==> src/ccp_defs.svh <==
`ifndef CCP_DEFS_SVH
`define CCP_DEFS_SVH
// Function
// - software picks internal RC, main or RTC oscillator as PLL input clock.
// - after any reset the internal RC oscillator is the source until software changes it.
// - 4 MHz internal RC oscillator can clock the watchdog timer and the PLL.
// - RTC oscillator can clock the RTC, the watchdog timer and the PLL.
// - CPU clock equals PLL input clock unless PLL is both enabled and connected.
// - each peripheral has its own selectable clock rate derived from system clock.
// - PLL pre-divider N takes any integer 1 to 256.
// - PLL feedback divider M takes any integer 1 to 32768.
// - PLL output is divided separately for the CPU clock and the USB clock.
// - PLL is off and bypassed after reset and on power-down entry.
// - only a software write enables the PLL.
// - power-up and wake from power-down resume on the internal RC oscillator.
// - wake-up timer blocks main oscillator as CPU clock until proven running.
// - sleep wake resumes after 4 cycles on RC, 4096 on main oscillator.

// ==========================================================
// register offsets
`define CCP_ADDR_CLKSRC 8'h00
`define CCP_ADDR_PLLCFG 8'h04
`define CCP_ADDR_PLLCON 8'h08
`define CCP_ADDR_PLLSTAT 8'h0C
`define CCP_ADDR_OSCCTL 8'h10
`define CCP_ADDR_CLKDIV 8'h14
`define CCP_ADDR_PCLKSEL 8'h18
`define CCP_ADDR_WDTSEL 8'h1C

// ==========================================================
// field positions
`define CCP_CLKSRC_SEL 1:0
`define CCP_PLLCFG_N 7:0
`define CCP_PLLCFG_M 22:8
`define CCP_PLLCON_EN 0
`define CCP_PLLCON_CONN 1
`define CCP_PLLSTAT_LOCK 2
`define CCP_OSCCTL_EN 0
`define CCP_OSCCTL_RDY 1
`define CCP_CLKDIV_CPU 7:0
`define CCP_CLKDIV_USB 11:8
`define CCP_PCLKSEL_ALL 7:0
`define CCP_WDTSEL_SRC 1:0
`define CCP_WDTSEL_RTCOSC 2

// ==========================================================
// reset values and counts
`define CCP_RST_PLLN 8'h00
`define CCP_RST_PLLM 15'h0000
`define CCP_RST_CPUDIV 8'h00
`define CCP_RST_USBDIV 4'h0
`define CCP_RST_PCLKSEL 8'h00
`define CCP_RST_DATA 32'h0000_0000
`define CCP_CNT_ZERO 13'h0000
`define CCP_SLEEP_IRC_CYC 13'h0004
`define CCP_SLEEP_MAIN_CYC 13'h1000
`define CCP_OSC_STABLE_CYC 13'h1000
`define CCP_IRC_FREQ_HZ 4000000
`define CCP_NUM_PERIPH 4
`define CCP_PDIV_W 3
`endif

==> src/ccp_pkg.sv <==
package ccp_pkg;
  typedef enum logic [1:0] {
    ccp_src_irc = 2'b00,
    ccp_src_main = 2'b01,
    ccp_src_rtc = 2'b10
  } ccp_src_t;

  typedef enum logic [1:0] {
    ccp_wdt_irc = 2'b00,
    ccp_wdt_rtc = 2'b01,
    ccp_wdt_pclk = 2'b10
  } ccp_wdt_t;

  typedef enum logic [1:0] {
    ccp_st_run = 2'b00,
    ccp_st_sleep = 2'b01,
    ccp_st_pwrdn = 2'b10,
    ccp_st_resume = 2'b11
  } ccp_pwr_t;
endpackage

==> src/ccp_clock_ctrl.sv <==
// The strobed register port and the address map were chosen for this implementation.
`timescale 1ns/100ps
`default_nettype none
`include "ccp_defs.svh"
module ccp_clock_ctrl
  import ccp_pkg::*;
(
  input wire logic i_clk_sys,
  input wire logic i_nrst,
  input wire logic [7:0] i_addr,
  input wire logic [31:0] i_wdata,
  input wire logic i_wr,
  input wire logic i_rd,
  output logic [31:0] o_rdata,
  input wire logic i_irc_osc,
  input wire logic i_main_osc,
  input wire logic i_rtc_osc,
  input wire logic i_pll_lock,
  input wire logic i_sleep_enter,
  input wire logic i_pwrdn_enter,
  input wire logic i_wake,
  output logic [1:0] o_pll_input_clock_sel,
  output logic o_pll_enable,
  output logic o_pll_connect,
  output logic o_pll_bypass,
  output logic [7:0] o_pll_n,
  output logic [14:0] o_pll_m,
  output logic [7:0] o_cpu_clock_div,
  output logic [3:0] o_usb_clock_div,
  output logic o_main_osc_enable,
  output logic [1:0] o_watchdog_timer_src,
  output logic o_rtc_from_osc,
  output logic [`CCP_NUM_PERIPH-1:0] o_pclk_en,
  output logic o_cpu_run
);
  // ==========================================================
  // pin synchronisers: three stages, change accepted when stages 2 and 3 agree
  localparam int NSYNC = 4;
  wire [NSYNC-1:0] pin_in = {i_pll_lock, i_rtc_osc, i_main_osc, i_irc_osc};
  logic [NSYNC-1:0] sync1;
  logic [NSYNC-1:0] sync2;
  logic [NSYNC-1:0] sync3;
  logic [NSYNC-1:0] filt;
  logic [NSYNC-1:0] filt_d;

  genvar gs;
  generate
    for (gs = 0; gs < NSYNC; gs = gs + 1) begin : g_sync
      always_ff @(posedge i_clk_sys) begin
        if (!i_nrst) begin
          sync1[gs] <= 1'b0;
          sync2[gs] <= 1'b0;
          sync3[gs] <= 1'b0;
          filt[gs] <= 1'b0;
          filt_d[gs] <= 1'b0;
        end else begin
          sync1[gs] <= pin_in[gs];
          sync2[gs] <= sync1[gs];
          sync3[gs] <= sync2[gs];
          if (sync2[gs] == sync3[gs]) begin
            filt[gs] <= sync3[gs];
          end
          filt_d[gs] <= filt[gs];
        end
      end
    end
  endgenerate

  // oscillators faster than a quarter of the system clock lose one-cycle pulses in the filter; ticks then undercount
  wire [NSYNC-1:0] rise = filt & ~filt_d;
  wire irc_tick = rise[0];
  wire main_tick = rise[1];
  wire rtc_tick = rise[2];
  wire pll_locked = filt[3];

  // ==========================================================
  // control registers
  ccp_src_t src_sel;
  ccp_pwr_t pwr_state;
  ccp_src_t sleep_src;
  logic [7:0] pll_n;
  logic [14:0] pll_m;
  logic pll_en;
  logic pll_conn;
  logic main_en;
  logic [7:0] cpu_div;
  logic [3:0] usb_div;
  logic [2*`CCP_NUM_PERIPH-1:0] pclk_sel;
  ccp_wdt_t wdt_src;
  logic rtc_osc_sel;
  logic [31:0] rdata;
  logic main_ready;
  logic resume_done;

  wire wr_clksrc = i_wr && (i_addr == `CCP_ADDR_CLKSRC);
  wire wr_pllcfg = i_wr && (i_addr == `CCP_ADDR_PLLCFG);
  wire wr_pllcon = i_wr && (i_addr == `CCP_ADDR_PLLCON);
  wire wr_oscctl = i_wr && (i_addr == `CCP_ADDR_OSCCTL);
  wire wr_clkdiv = i_wr && (i_addr == `CCP_ADDR_CLKDIV);
  wire wr_pclksel = i_wr && (i_addr == `CCP_ADDR_PCLKSEL);
  wire wr_wdtsel = i_wr && (i_addr == `CCP_ADDR_WDTSEL);

  wire in_run = (pwr_state == ccp_st_run);
  wire sleep_go = in_run && i_sleep_enter;
  wire pwrdn_go = in_run && i_pwrdn_enter && !i_sleep_enter;
  wire pwrdn_wake = (pwr_state == ccp_st_pwrdn) && i_wake;
  wire sleep_wake = (pwr_state == ccp_st_sleep) && i_wake;

  // unsupported select code 2'b11 falls back to the RC oscillator
  wire [1:0] wsrc = i_wdata[`CCP_CLKSRC_SEL];
  wire ccp_src_t next_src = (wsrc == ccp_src_main) ? ccp_src_main :
                            (wsrc == ccp_src_rtc) ? ccp_src_rtc : ccp_src_irc;
  wire [1:0] wwdt = i_wdata[`CCP_WDTSEL_SRC];
  wire ccp_wdt_t next_wdt = (wwdt == ccp_wdt_rtc) ? ccp_wdt_rtc :
                            (wwdt == ccp_wdt_pclk) ? ccp_wdt_pclk : ccp_wdt_irc;

  // main oscillator is held off the clock path until the wake-up timer expires
  wire main_blocked = (src_sel == ccp_src_main) && !main_ready;
  wire ccp_src_t eff_src = main_blocked ? ccp_src_irc : src_sel;

  always_ff @(posedge i_clk_sys) begin
    if (!i_nrst) begin
      src_sel <= ccp_src_irc;
    end else if (pwrdn_wake) begin
      src_sel <= ccp_src_irc;
    end else if (wr_clksrc) begin
      src_sel <= next_src;
    end
  end

  always_ff @(posedge i_clk_sys) begin
    if (!i_nrst) begin
      pll_n <= `CCP_RST_PLLN;
      pll_m <= `CCP_RST_PLLM;
    end else if (wr_pllcfg) begin
      pll_n <= i_wdata[`CCP_PLLCFG_N];
      pll_m <= i_wdata[`CCP_PLLCFG_M];
    end
  end

  // hardware events win over a write in the same cycle
  always_ff @(posedge i_clk_sys) begin
    if (!i_nrst) begin
      pll_en <= 1'b0;
      pll_conn <= 1'b0;
    end else if (sleep_go || pwrdn_go) begin
      pll_en <= 1'b0;
      pll_conn <= 1'b0;
    end else if (wr_pllcon) begin
      pll_en <= i_wdata[`CCP_PLLCON_EN];
      pll_conn <= i_wdata[`CCP_PLLCON_CONN];
    end
  end

  always_ff @(posedge i_clk_sys) begin
    if (!i_nrst) begin
      main_en <= 1'b0;
    end else if (pwrdn_go) begin
      main_en <= 1'b0;
    end else if (wr_oscctl) begin
      main_en <= i_wdata[`CCP_OSCCTL_EN];
    end
  end

  always_ff @(posedge i_clk_sys) begin
    if (!i_nrst) begin
      cpu_div <= `CCP_RST_CPUDIV;
      usb_div <= `CCP_RST_USBDIV;
    end else if (sleep_go) begin
      cpu_div <= `CCP_RST_CPUDIV;
      usb_div <= `CCP_RST_USBDIV;
    end else if (wr_clkdiv) begin
      cpu_div <= i_wdata[`CCP_CLKDIV_CPU];
      usb_div <= i_wdata[`CCP_CLKDIV_USB];
    end
  end

  always_ff @(posedge i_clk_sys) begin
    if (!i_nrst) begin
      pclk_sel <= `CCP_RST_PCLKSEL;
    end else if (wr_pclksel) begin
      pclk_sel <= i_wdata[`CCP_PCLKSEL_ALL];
    end
  end

  always_ff @(posedge i_clk_sys) begin
    if (!i_nrst) begin
      wdt_src <= ccp_wdt_irc;
      rtc_osc_sel <= 1'b0;
    end else if (wr_wdtsel) begin
      wdt_src <= next_wdt;
      rtc_osc_sel <= i_wdata[`CCP_WDTSEL_RTCOSC];
    end
  end

  // ==========================================================
  // power state sequencing
  ccp_pwr_t next_state;
  always_comb begin
    next_state = pwr_state;
    unique case (pwr_state)
      ccp_st_run: begin
        if (i_sleep_enter) begin
          next_state = ccp_st_sleep;
        end else if (i_pwrdn_enter) begin
          next_state = ccp_st_pwrdn;
        end
      end
      ccp_st_sleep: begin
        if (i_wake) begin
          next_state = ccp_st_resume;
        end
      end
      ccp_st_pwrdn: begin
        if (i_wake) begin
          next_state = ccp_st_run;
        end
      end
      ccp_st_resume: begin
        if (resume_done) begin
          next_state = ccp_st_run;
        end
      end
    endcase
  end

  always_ff @(posedge i_clk_sys) begin
    if (!i_nrst) begin
      pwr_state <= ccp_st_run;
      sleep_src <= ccp_src_irc;
    end else begin
      pwr_state <= next_state;
      if (sleep_go) begin
        // the oscillator really clocking the core, so a blocked main source cannot hang resume
        sleep_src <= eff_src;
      end
    end
  end

  // ==========================================================
  // wake-up timers and peripheral clock divider
  ccp_wake_timer u_main_wake (
    .i_clk_sys(i_clk_sys),
    .i_nrst(i_nrst),
    .i_clear(pwrdn_go),
    .i_enable(main_en),
    .i_tick(main_tick),
    .i_target(`CCP_OSC_STABLE_CYC),
    .o_done(main_ready)
  );

  wire [12:0] resume_target = (sleep_src == ccp_src_main) ? `CCP_SLEEP_MAIN_CYC :
                              `CCP_SLEEP_IRC_CYC;
  wire resume_tick = (sleep_src == ccp_src_main) ? main_tick :
                     (sleep_src == ccp_src_rtc) ? rtc_tick : irc_tick;

  ccp_wake_timer u_resume_wake (
    .i_clk_sys(i_clk_sys),
    .i_nrst(i_nrst),
    .i_clear(sleep_wake),
    .i_enable(pwr_state == ccp_st_resume),
    .i_tick(resume_tick),
    .i_target(resume_target),
    .o_done(resume_done)
  );

  ccp_pclk_div u_pclk (
    .i_clk_sys(i_clk_sys),
    .i_nrst(i_nrst),
    .i_sel(pclk_sel),
    .o_pclk_en(o_pclk_en)
  );

  // ==========================================================
  // register read port
  wire [31:0] rd_mux =
    (i_addr == `CCP_ADDR_CLKSRC) ? {30'h0000_0000, src_sel} :
    (i_addr == `CCP_ADDR_PLLCFG) ? {9'h000, pll_m, pll_n} :
    (i_addr == `CCP_ADDR_PLLCON) ? {30'h0000_0000, pll_conn, pll_en} :
    (i_addr == `CCP_ADDR_PLLSTAT) ? {29'h0000_0000, pll_locked, pll_conn, pll_en} :
    (i_addr == `CCP_ADDR_OSCCTL) ? {30'h0000_0000, main_ready, main_en} :
    (i_addr == `CCP_ADDR_CLKDIV) ? {20'h0_0000, usb_div, cpu_div} :
    (i_addr == `CCP_ADDR_PCLKSEL) ? {24'h00_0000, pclk_sel} :
    (i_addr == `CCP_ADDR_WDTSEL) ? {29'h0000_0000, rtc_osc_sel, wdt_src} :
    `CCP_RST_DATA;

  always_ff @(posedge i_clk_sys) begin
    if (!i_nrst) begin
      rdata <= `CCP_RST_DATA;
    end else begin
      rdata <= i_rd ? rd_mux : `CCP_RST_DATA;
    end
  end

  // ==========================================================
  // outputs
  wire pll_active = pll_en && pll_conn;

  assign o_rdata = rdata;
  assign o_pll_input_clock_sel = eff_src;
  assign o_pll_enable = pll_en;
  assign o_pll_connect = pll_active;
  assign o_pll_bypass = !pll_active;
  assign o_pll_n = pll_n;
  assign o_pll_m = pll_m;
  assign o_cpu_clock_div = cpu_div;
  assign o_usb_clock_div = usb_div;
  assign o_main_osc_enable = main_en;
  assign o_watchdog_timer_src = wdt_src;
  assign o_rtc_from_osc = rtc_osc_sel;
  assign o_cpu_run = in_run;
endmodule
`default_nettype wire

==> src/ccp_wake_timer.sv <==
`timescale 1ns/100ps
`default_nettype none
`include "ccp_defs.svh"
module ccp_wake_timer (
  input wire logic i_clk_sys,
  input wire logic i_nrst,
  input wire logic i_clear,
  input wire logic i_enable,
  input wire logic i_tick,
  input wire logic [12:0] i_target,
  output logic o_done
);
  logic [12:0] cnt;
  logic done;
  wire reached = (cnt == i_target);
  wire [12:0] next_cnt = reached ? cnt : cnt + 13'h0001;

  // ==========================================================
  // counts ticks of the watched oscillator while enabled
  always_ff @(posedge i_clk_sys) begin
    if (!i_nrst || i_clear || !i_enable) begin
      cnt <= `CCP_CNT_ZERO;
      done <= 1'b0;
    end else begin
      if (i_tick) begin
        cnt <= next_cnt;
      end
      done <= reached;
    end
  end

  assign o_done = done;
endmodule
`default_nettype wire

==> src/ccp_pclk_div.sv <==
`timescale 1ns/100ps
`default_nettype none
`include "ccp_defs.svh"
module ccp_pclk_div (
  input wire logic i_clk_sys,
  input wire logic i_nrst,
  input wire logic [2*`CCP_NUM_PERIPH-1:0] i_sel,
  output logic [`CCP_NUM_PERIPH-1:0] o_pclk_en
);
  // select code k divides the system clock by 2**k
  function automatic logic [`CCP_PDIV_W-1:0] div_limit(input logic [1:0] sel);
    logic [`CCP_PDIV_W-1:0] lim;
    lim = 3'h0;
    unique case (sel)
      2'b00: lim = 3'h0;
      2'b01: lim = 3'h1;
      2'b10: lim = 3'h3;
      2'b11: lim = 3'h7;
    endcase
    return lim;
  endfunction

  genvar gi;
  generate
    for (gi = 0; gi < `CCP_NUM_PERIPH; gi = gi + 1) begin : g_per
      logic [`CCP_PDIV_W-1:0] cnt;
      logic en;
      wire [`CCP_PDIV_W-1:0] lim = div_limit(i_sel[2*gi+1:2*gi]);
      wire wrap = (cnt >= lim);
      always_ff @(posedge i_clk_sys) begin
        if (!i_nrst) begin
          cnt <= 3'h0;
          en <= 1'b0;
        end else begin
          cnt <= wrap ? 3'h0 : cnt + 3'h1;
          en <= wrap;
        end
      end
      assign o_pclk_en[gi] = en;
    end
  endgenerate
endmodule
`default_nettype wire

==> config.mk <==
export PLATFORM = sky130hd
export DESIGN_NAME = ccp_clock_ctrl
export DESIGN_NICKNAME = d
export VERILOG_FILES = /design/src/ccp_pkg.sv /design/src/ccp_clock_ctrl.sv /design/src/ccp_wake_timer.sv /design/src/ccp_pclk_div.sv
export VERILOG_INCLUDE_DIRS = /design/src
export SDC_FILE = /design/constraint.sdc
export NUM_CORES = 1
export LEC_CHECK = 0
export BUFFER_PORTS_ARGS = -buffer_cell sky130_fd_sc_hd__buf_2
export CORE_MARGIN = 3
export CORE_UTILIZATION = 58
export CTS_CLUSTER_DIAMETER = 60
export DETAILED_ROUTE_END_ITERATION = 8
export PLACE_DENSITY = 0.86
export SYNTH_ARGS = -nofsm -noshare
export SYNTH_HDL_FRONTEND = slang
export SYNTH_SLANG_ARGS = --single-unit
==> constraint.sdc <==
create_clock -name i_clk_sys -period 4.8 [get_ports i_clk_sys]
set_input_delay 0.24 -clock i_clk_sys [delete_from_list [all_inputs] [get_ports i_clk_sys]]
set_output_delay 0.24 -clock i_clk_sys [all_outputs]
set_load 0.05 [all_outputs]
---- Yosys cells after proc, flatten, opt, wreduce, memory -nomap -nowiden ----
Index checks and enable logic that the tools add are counted.
operators by class
  bitwise logic cells ..................... 6
  multiplexer cells ....................... 24
  reduce and logical (&&, ||, !) cells .... 45
  $add $sub $neg .......................... 6
  $lt $le $gt $ge ......................... 4
  eq/ne operators ......................... 37
operators by type and width
  cell                                                              count
  12-bit 2-to-1 mux                                                 4
  3-bit case mux with 4 select lines                                4
  8-bit by 5-bit == test with 1-bit output (second input constant)  4
  13-bit by 1-bit adder with 13-bit output (second input constant)  2
  2-bit == test (second input constant)                             12
  23-bit 2-to-1 mux                                                 1
  2-bit 2-to-1 mux                                                  9
  2-bit by 1-bit == test with 1-bit output (second input constant)  8
  8-bit by 4-bit == test with 1-bit output (second input constant)  2
  2-bit OR reduction                                                8
  1-bit logical AND                                                 14
  13-bit == test                                                    1
  13-bit == test (second input constant)                            1
  13-bit 2-to-1 mux                                                 1
  3-bit by 1-bit adder with 3-bit output (second input constant)    4
  3-bit greater-or-equal comparator                                 4
  2-bit logical NOT                                                 5
  9-bit OR reduction                                                1
  8-bit by 3-bit == test with 1-bit output (second input constant)  1
  8-bit logical NOT                                                 1
  8-bit 2-to-1 mux                                                  1
  2-bit case mux with 4 select lines                                1
  1-bit logical NOT                                                 6
  2-bit inequality test (second input constant)                     3
  other kinds (11)                                                  24
word-level totals
  output and inout port bits .............. 81
  register bits after elaboration ......... 150
  word-level logic and storage cells ...... 169

---- Logic depth before layout (Yosys ltp) ----
  depth after elaboration ................. 9
  depth in mapped cells ................... 9

---- By module ----
Synthesis repeated with hierarchy kept, for this count alone.
second synthesis, totals
  cells, all modules ...................... 705
  area, all modules ....................... 6396.1 µm²
modules (own cells, without submodules)
  module          instances  area each (µm²)  cells each
  ccp_clock_ctrl  1          3777.4           411
  ccp_wake_timer  2          879.6            99
  ccp_pclk_div    1          859.6            96

---- Worst setup path before layout ----
OpenSTA, ideal clock, no wires.
  path type ............................... register -> register
  start point ............................. register pwr_state[1]
  end point ............................... register cpu_div[0] (netlist: o_cpu_clock_div[0])
  buffers on the path ..................... 2
  period minus slack after synthesis ...... 2045 ps
  library setup time ...................... 128 ps
  slack ................................... 2755 ps
  cell stages (with the launch flop) ...... 7
  data arrival time ....................... 1917 ps
  cell sequence ........................... dfxtp_1 -> clkbuf_1 -> nor2_1 -> nand2_1 -> nand2_1 -> clkbuf_1 -> nor2_1
on the way
  longest elaborated chain between the ends .. 3
RTL lines
  element                              RTL line               RTL
  start: declaration                   ccp_clock_ctrl.sv:79   ccp_pwr_t pwr_state;
  start signal: assignment             ccp_clock_ctrl.sv:229  pwr_state <= ccp_st_run;
  start signal: assignment             ccp_clock_ctrl.sv:232  pwr_state <= next_state;
  2-bit logical NOT                    ccp_clock_ctrl.sv:103  wire in_run = (pwr_state == ccp_st_run);
  via o_cpu_run                        ccp_clock_ctrl.sv:34   output logic o_cpu_run
  1-bit logical AND                    ccp_clock_ctrl.sv:104  wire sleep_go = in_run && i_sleep_enter;
  2-bit OR reduction (no source line)  -
  end signal: assignment               ccp_clock_ctrl.sv:167  cpu_div <= `CCP_RST_CPUDIV;
  end signal: assignment               ccp_clock_ctrl.sv:170  cpu_div <= `CCP_RST_CPUDIV;
  end signal: assignment               ccp_clock_ctrl.sv:173  cpu_div <= i_wdata[`CCP_CLKDIV_CPU];
  end: declaration                     ccp_clock_ctrl.sv:86   logic [7:0] cpu_div;
The timed path passes the listed nets, and every way through them passes these cells.
A chain may end at the register's enable or synchronous reset.

---- Worst setup path in the final report ----
  start point ............................. input port i_addr[2]
  end point ............................... register cpu_div[5] (netlist: o_cpu_clock_div[5])
on the way
  longest elaborated chain between the ends .. 2
RTL lines
  element                                                    RTL line              RTL
  start: declaration                                         ccp_clock_ctrl.sv:10  input wire logic [7:0] i_addr,
  8-bit by 5-bit == test with 1-bit output (no source line)  -
  1-bit logical AND                                          ccp_clock_ctrl.sv:99  wire wr_clkdiv = i_wr && (i_addr == `CCP_ADDR_CLKDIV);
No other way between the ends.

==> flow_summary.ini <==
[timing]
skew_ns = 0.00556
fin_crit_sh_pct = 42.3
rsz0062_at_grt = false
tns_ns = 0
timing_hold_violations_final = 0
finalWorstSetupSlack_ns = 2.77
max_slew.worst_pin.slew_ns = 0.953
setup_viol = 0
slew_headroom_pct = 36.4
max_freq_mhz = 493
maxSlewViolCount = 0
fin_crit_ns = 2.03

[outcome]
status = completed

[place]
post-dp-hpwl_um = 9470
place_ws_ns = 2.21
globalplace.congestion = 0.844
io_buffers = 113

[setup_path]
required_ns = 5.21
endpoint = o_cpu_clock_div[5]$_SDFFE_PP0P_
crit_type = primary input to flip-flop
setup.worst_path.end_class = flip-flop
reg2reg_to = u_resume_wake.cnt[1]$_SDFFE_PP0P_
reg2reg_setup_slack_ns = 2.83
rr_worst_depth = 7
timing.rr.start = u_resume_wake.cnt[0]$_SDFFE_PP0P_
crit_path_start = i_addr[2]
crit_arrival_ns = 2.44
path_max_fanout = 12
worst_setup_path_start_kind = primary input

[clocking]
cts_setup_buffers = 0
clk_pin_slew_worst_paths_ns = 0.06
ctsHtreeMaxLevel = 4
cts_root_buf = clkbuf_8
cts.sinks = 141
clockBufferDepth = 2
clk_latency_ns = 0.54
cts_tree = done
tritoncts.num_buffers = 17

[floorplanning]
ios = 132
die_y_um = 107
dieArea_sq_um = 11500
initial_core_util_pct = 60.1
rows = 36
die_w_um = 107
coreArea_sq_um = 9860

[synthesis]
synth-edff-count = 0
synth.distinct_cells = 57
ys_top_cells_by_area = dfxtp_1 48%, nand2_1 5.9%, ha_1 4.2%
yosysWarnings = 0
async_flop_share_pct = 0
synth_ff_type = dfxtp_1
ys_seq_area_share_pct = 47.6
ys_seq_elements = 141
syn_inst = 655
netlist_area_sq_um = 5920
synthTopCellsByCount = 141 x dfxtp_1, 93 x nand2_1, 50 x nor2_1
yosysTopAreaCellShare_pct = 47.6
synth_top_cell_by_area = dfxtp_1
synth_most_common_cell = dfxtp_1
postSynthAreaPerCell_sq_um = 9.04

[pwr]
power.switching_uw = 613
irDropWorstVdd_mv = 0.307
intPower_mw = 2.02
pwr_density_cell_nw_per_um2 = 360
leakagePower_nw = 3.09
clkPwrFrac_pct = 50.6
comb_power_share_pct = 4.5
switching_share_pct = 23.3
seq_power_share_pct = 44.9

[global_route]
antenna_found_initial = 0
track_usage_pct = 25.8
met3_usage_pct = 8.85
grtUsageMet1_pct = 29.4
grt_max_degree = 88
grt_first_pass_wirelength_um = 23400
grt.met2_usage_pct = 45.3
grt_pass1_vias = 4919
grt-busiest-layer = met2
gr-total-overflow = 0

[flow_run]
maxCapViolations = 0

[detailed_routing]
vias = 5060
dr.first_iter.drc_count = 339
drc = 0
wl_um = 14300
ant_nets = 0
viasPerCell = 5.48
wl_per_cell_um = 15.5
drt-pass1-iter-count = 5

[min_path]
hp-class = primary input to flip-flop

[finish]
n_antenna_cell = 0
drive_gt1_share_pct = 19.9
syn_to_final_growth_pct = 23.5
nets = 849
fillers = 649
-- worst max-delay path, stage by stage --
cell and delay [ns]:
buf_2 0.21, nor2b_1 0.57, and3_1 0.28, nand3_1 0.66, mux2i_1 0.41, nor2_1 0.06
-- cells in the final DEF (no fill, tap or decap), types with 9 or more instances in the layout --
master	instances
ha_1	20
and2_1	28
dfxtp_1	141
clkbuf_16	16
nor2_1	50
nand3_1	28
and3_1	10
or3_1	9
o21ai_0	28
mux2i_1	19
a21boi_0	27
conb_1	9
nand2_1	93
inv_1	18
nor2b_1	14
a22o_1	14
a21oi_1	19
dlygate4sd3_1	26
buf_2	113
-- logic make-up (layout without fill, tap and decap cells) --
| family | count (synthesis) | in the layout | share of synthesized area, % |
|---|---|---|---|
| AND/OR/NAND/NOR | 282 | 282 | 23.9 |
| flip-flops | 141 | 141 | 47.6 |
| AO/OA/AOI/OAI | 110 | 110 | 12.4 |
| buffers and inverters | 63 | 190 | 5.22 |
| multiplexers | 22 | 22 | 4.16 |
| adder cells (fa/ha/maj) | 20 | 20 | 4.22 |
| XOR/XNOR | 16 | 16 | 2.37 |
| other | 1 | 9 | 0.0633 |
-- worst min path at each step --
stage / start / end / slack, ns / cells past startpoint
floorplan: i_irc_osc / sync1[0]$_SDFF_PN0_ / 0.37 / 1
global placement: sync1[1]$_SDFF_PN0_ / sync2[1]$_SDFF_PN0_ / 0.42 / 1
detailed placement: sync1[1]$_SDFF_PN0_ / sync2[1]$_SDFF_PN0_ / 0.43 / 1
CTS: i_sleep_enter / sleep_src[0]$_SDFFE_PN0P_ / 0.004 / 3
global route: i_sleep_enter / sleep_src[0]$_SDFFE_PN0P_ / 0.03 / 3
finish: i_sleep_enter / sleep_src[0]$_SDFFE_PN0P_ / 0.01 / 3
-- through the flow --
stage,cell area [sq um],cells,util (%),total power [mW],hold slack [ns]
after detailed placement,6460,866,65.5,1.31,0.429
final,7320,923,74.2,2.64,0.0105
after global placement,6460,866,65.5,1.31,0.415
after CTS,7320,923,74.2,2.65,0.00377
after floorplan,5950,663,-,1.28,0.367
after global routing,7320,923,74.2,2.71,0.0303
-- layout make-up --
cell class                      count  area (sq um)  share of cell area [%]
Clock buffer                       17           414                    5.66
Clock inverter                     14           184                    2.51
Inverter                           18          67.6                   0.923
Multi-Input combinational cell    459          2820                    38.6
Sequential cell                   141          2820                    38.6
Tap cell                          133           166                    2.27
Timing Repair Buffer              141           841                    11.5
-- registers in the layout, summed over array words and instances, names as in the netlist, 8 cells and up --
register,count
o_rdata,23
o_pll_m,15
u_main_wake.cnt,13
u_resume_wake.cnt,13
u_pclk.g_per.cnt,12
o_cpu_clock_div,8
o_pll_n,8
pclk_sel,8
-- power groups by stage --
| stage | Sequential (mW) | Combinational [mW] | Clock, mW |
|---|---|---|---|
| after global placement | 1.21 | 0.0995 | 0 |
| after floorplan | 1.21 | 0.0756 | 0 |
| after CTS | 1.18 | 0.118 | 1.34 |
| after detailed placement | 1.21 | 0.101 | 0 |
| final | 1.18 | 0.119 | 1.33 |
| after global routing | 1.19 | 0.130 | 1.40 |
-- layer usage --
layer	vias to the layer above	part of all wire [%]
met5	-	0
met4	0	1.6
met3	28	8.4
met2	190	50
met1	2378	40
li1	2464	-
-- repair_timing --
item,in CTS,in global routing
endpoints found under the hold margin,40,0
hold buffers,26,0
endpoints found under the setup margin,0,0
resized for setup,0,0
(Power assumes the default switching activity.)
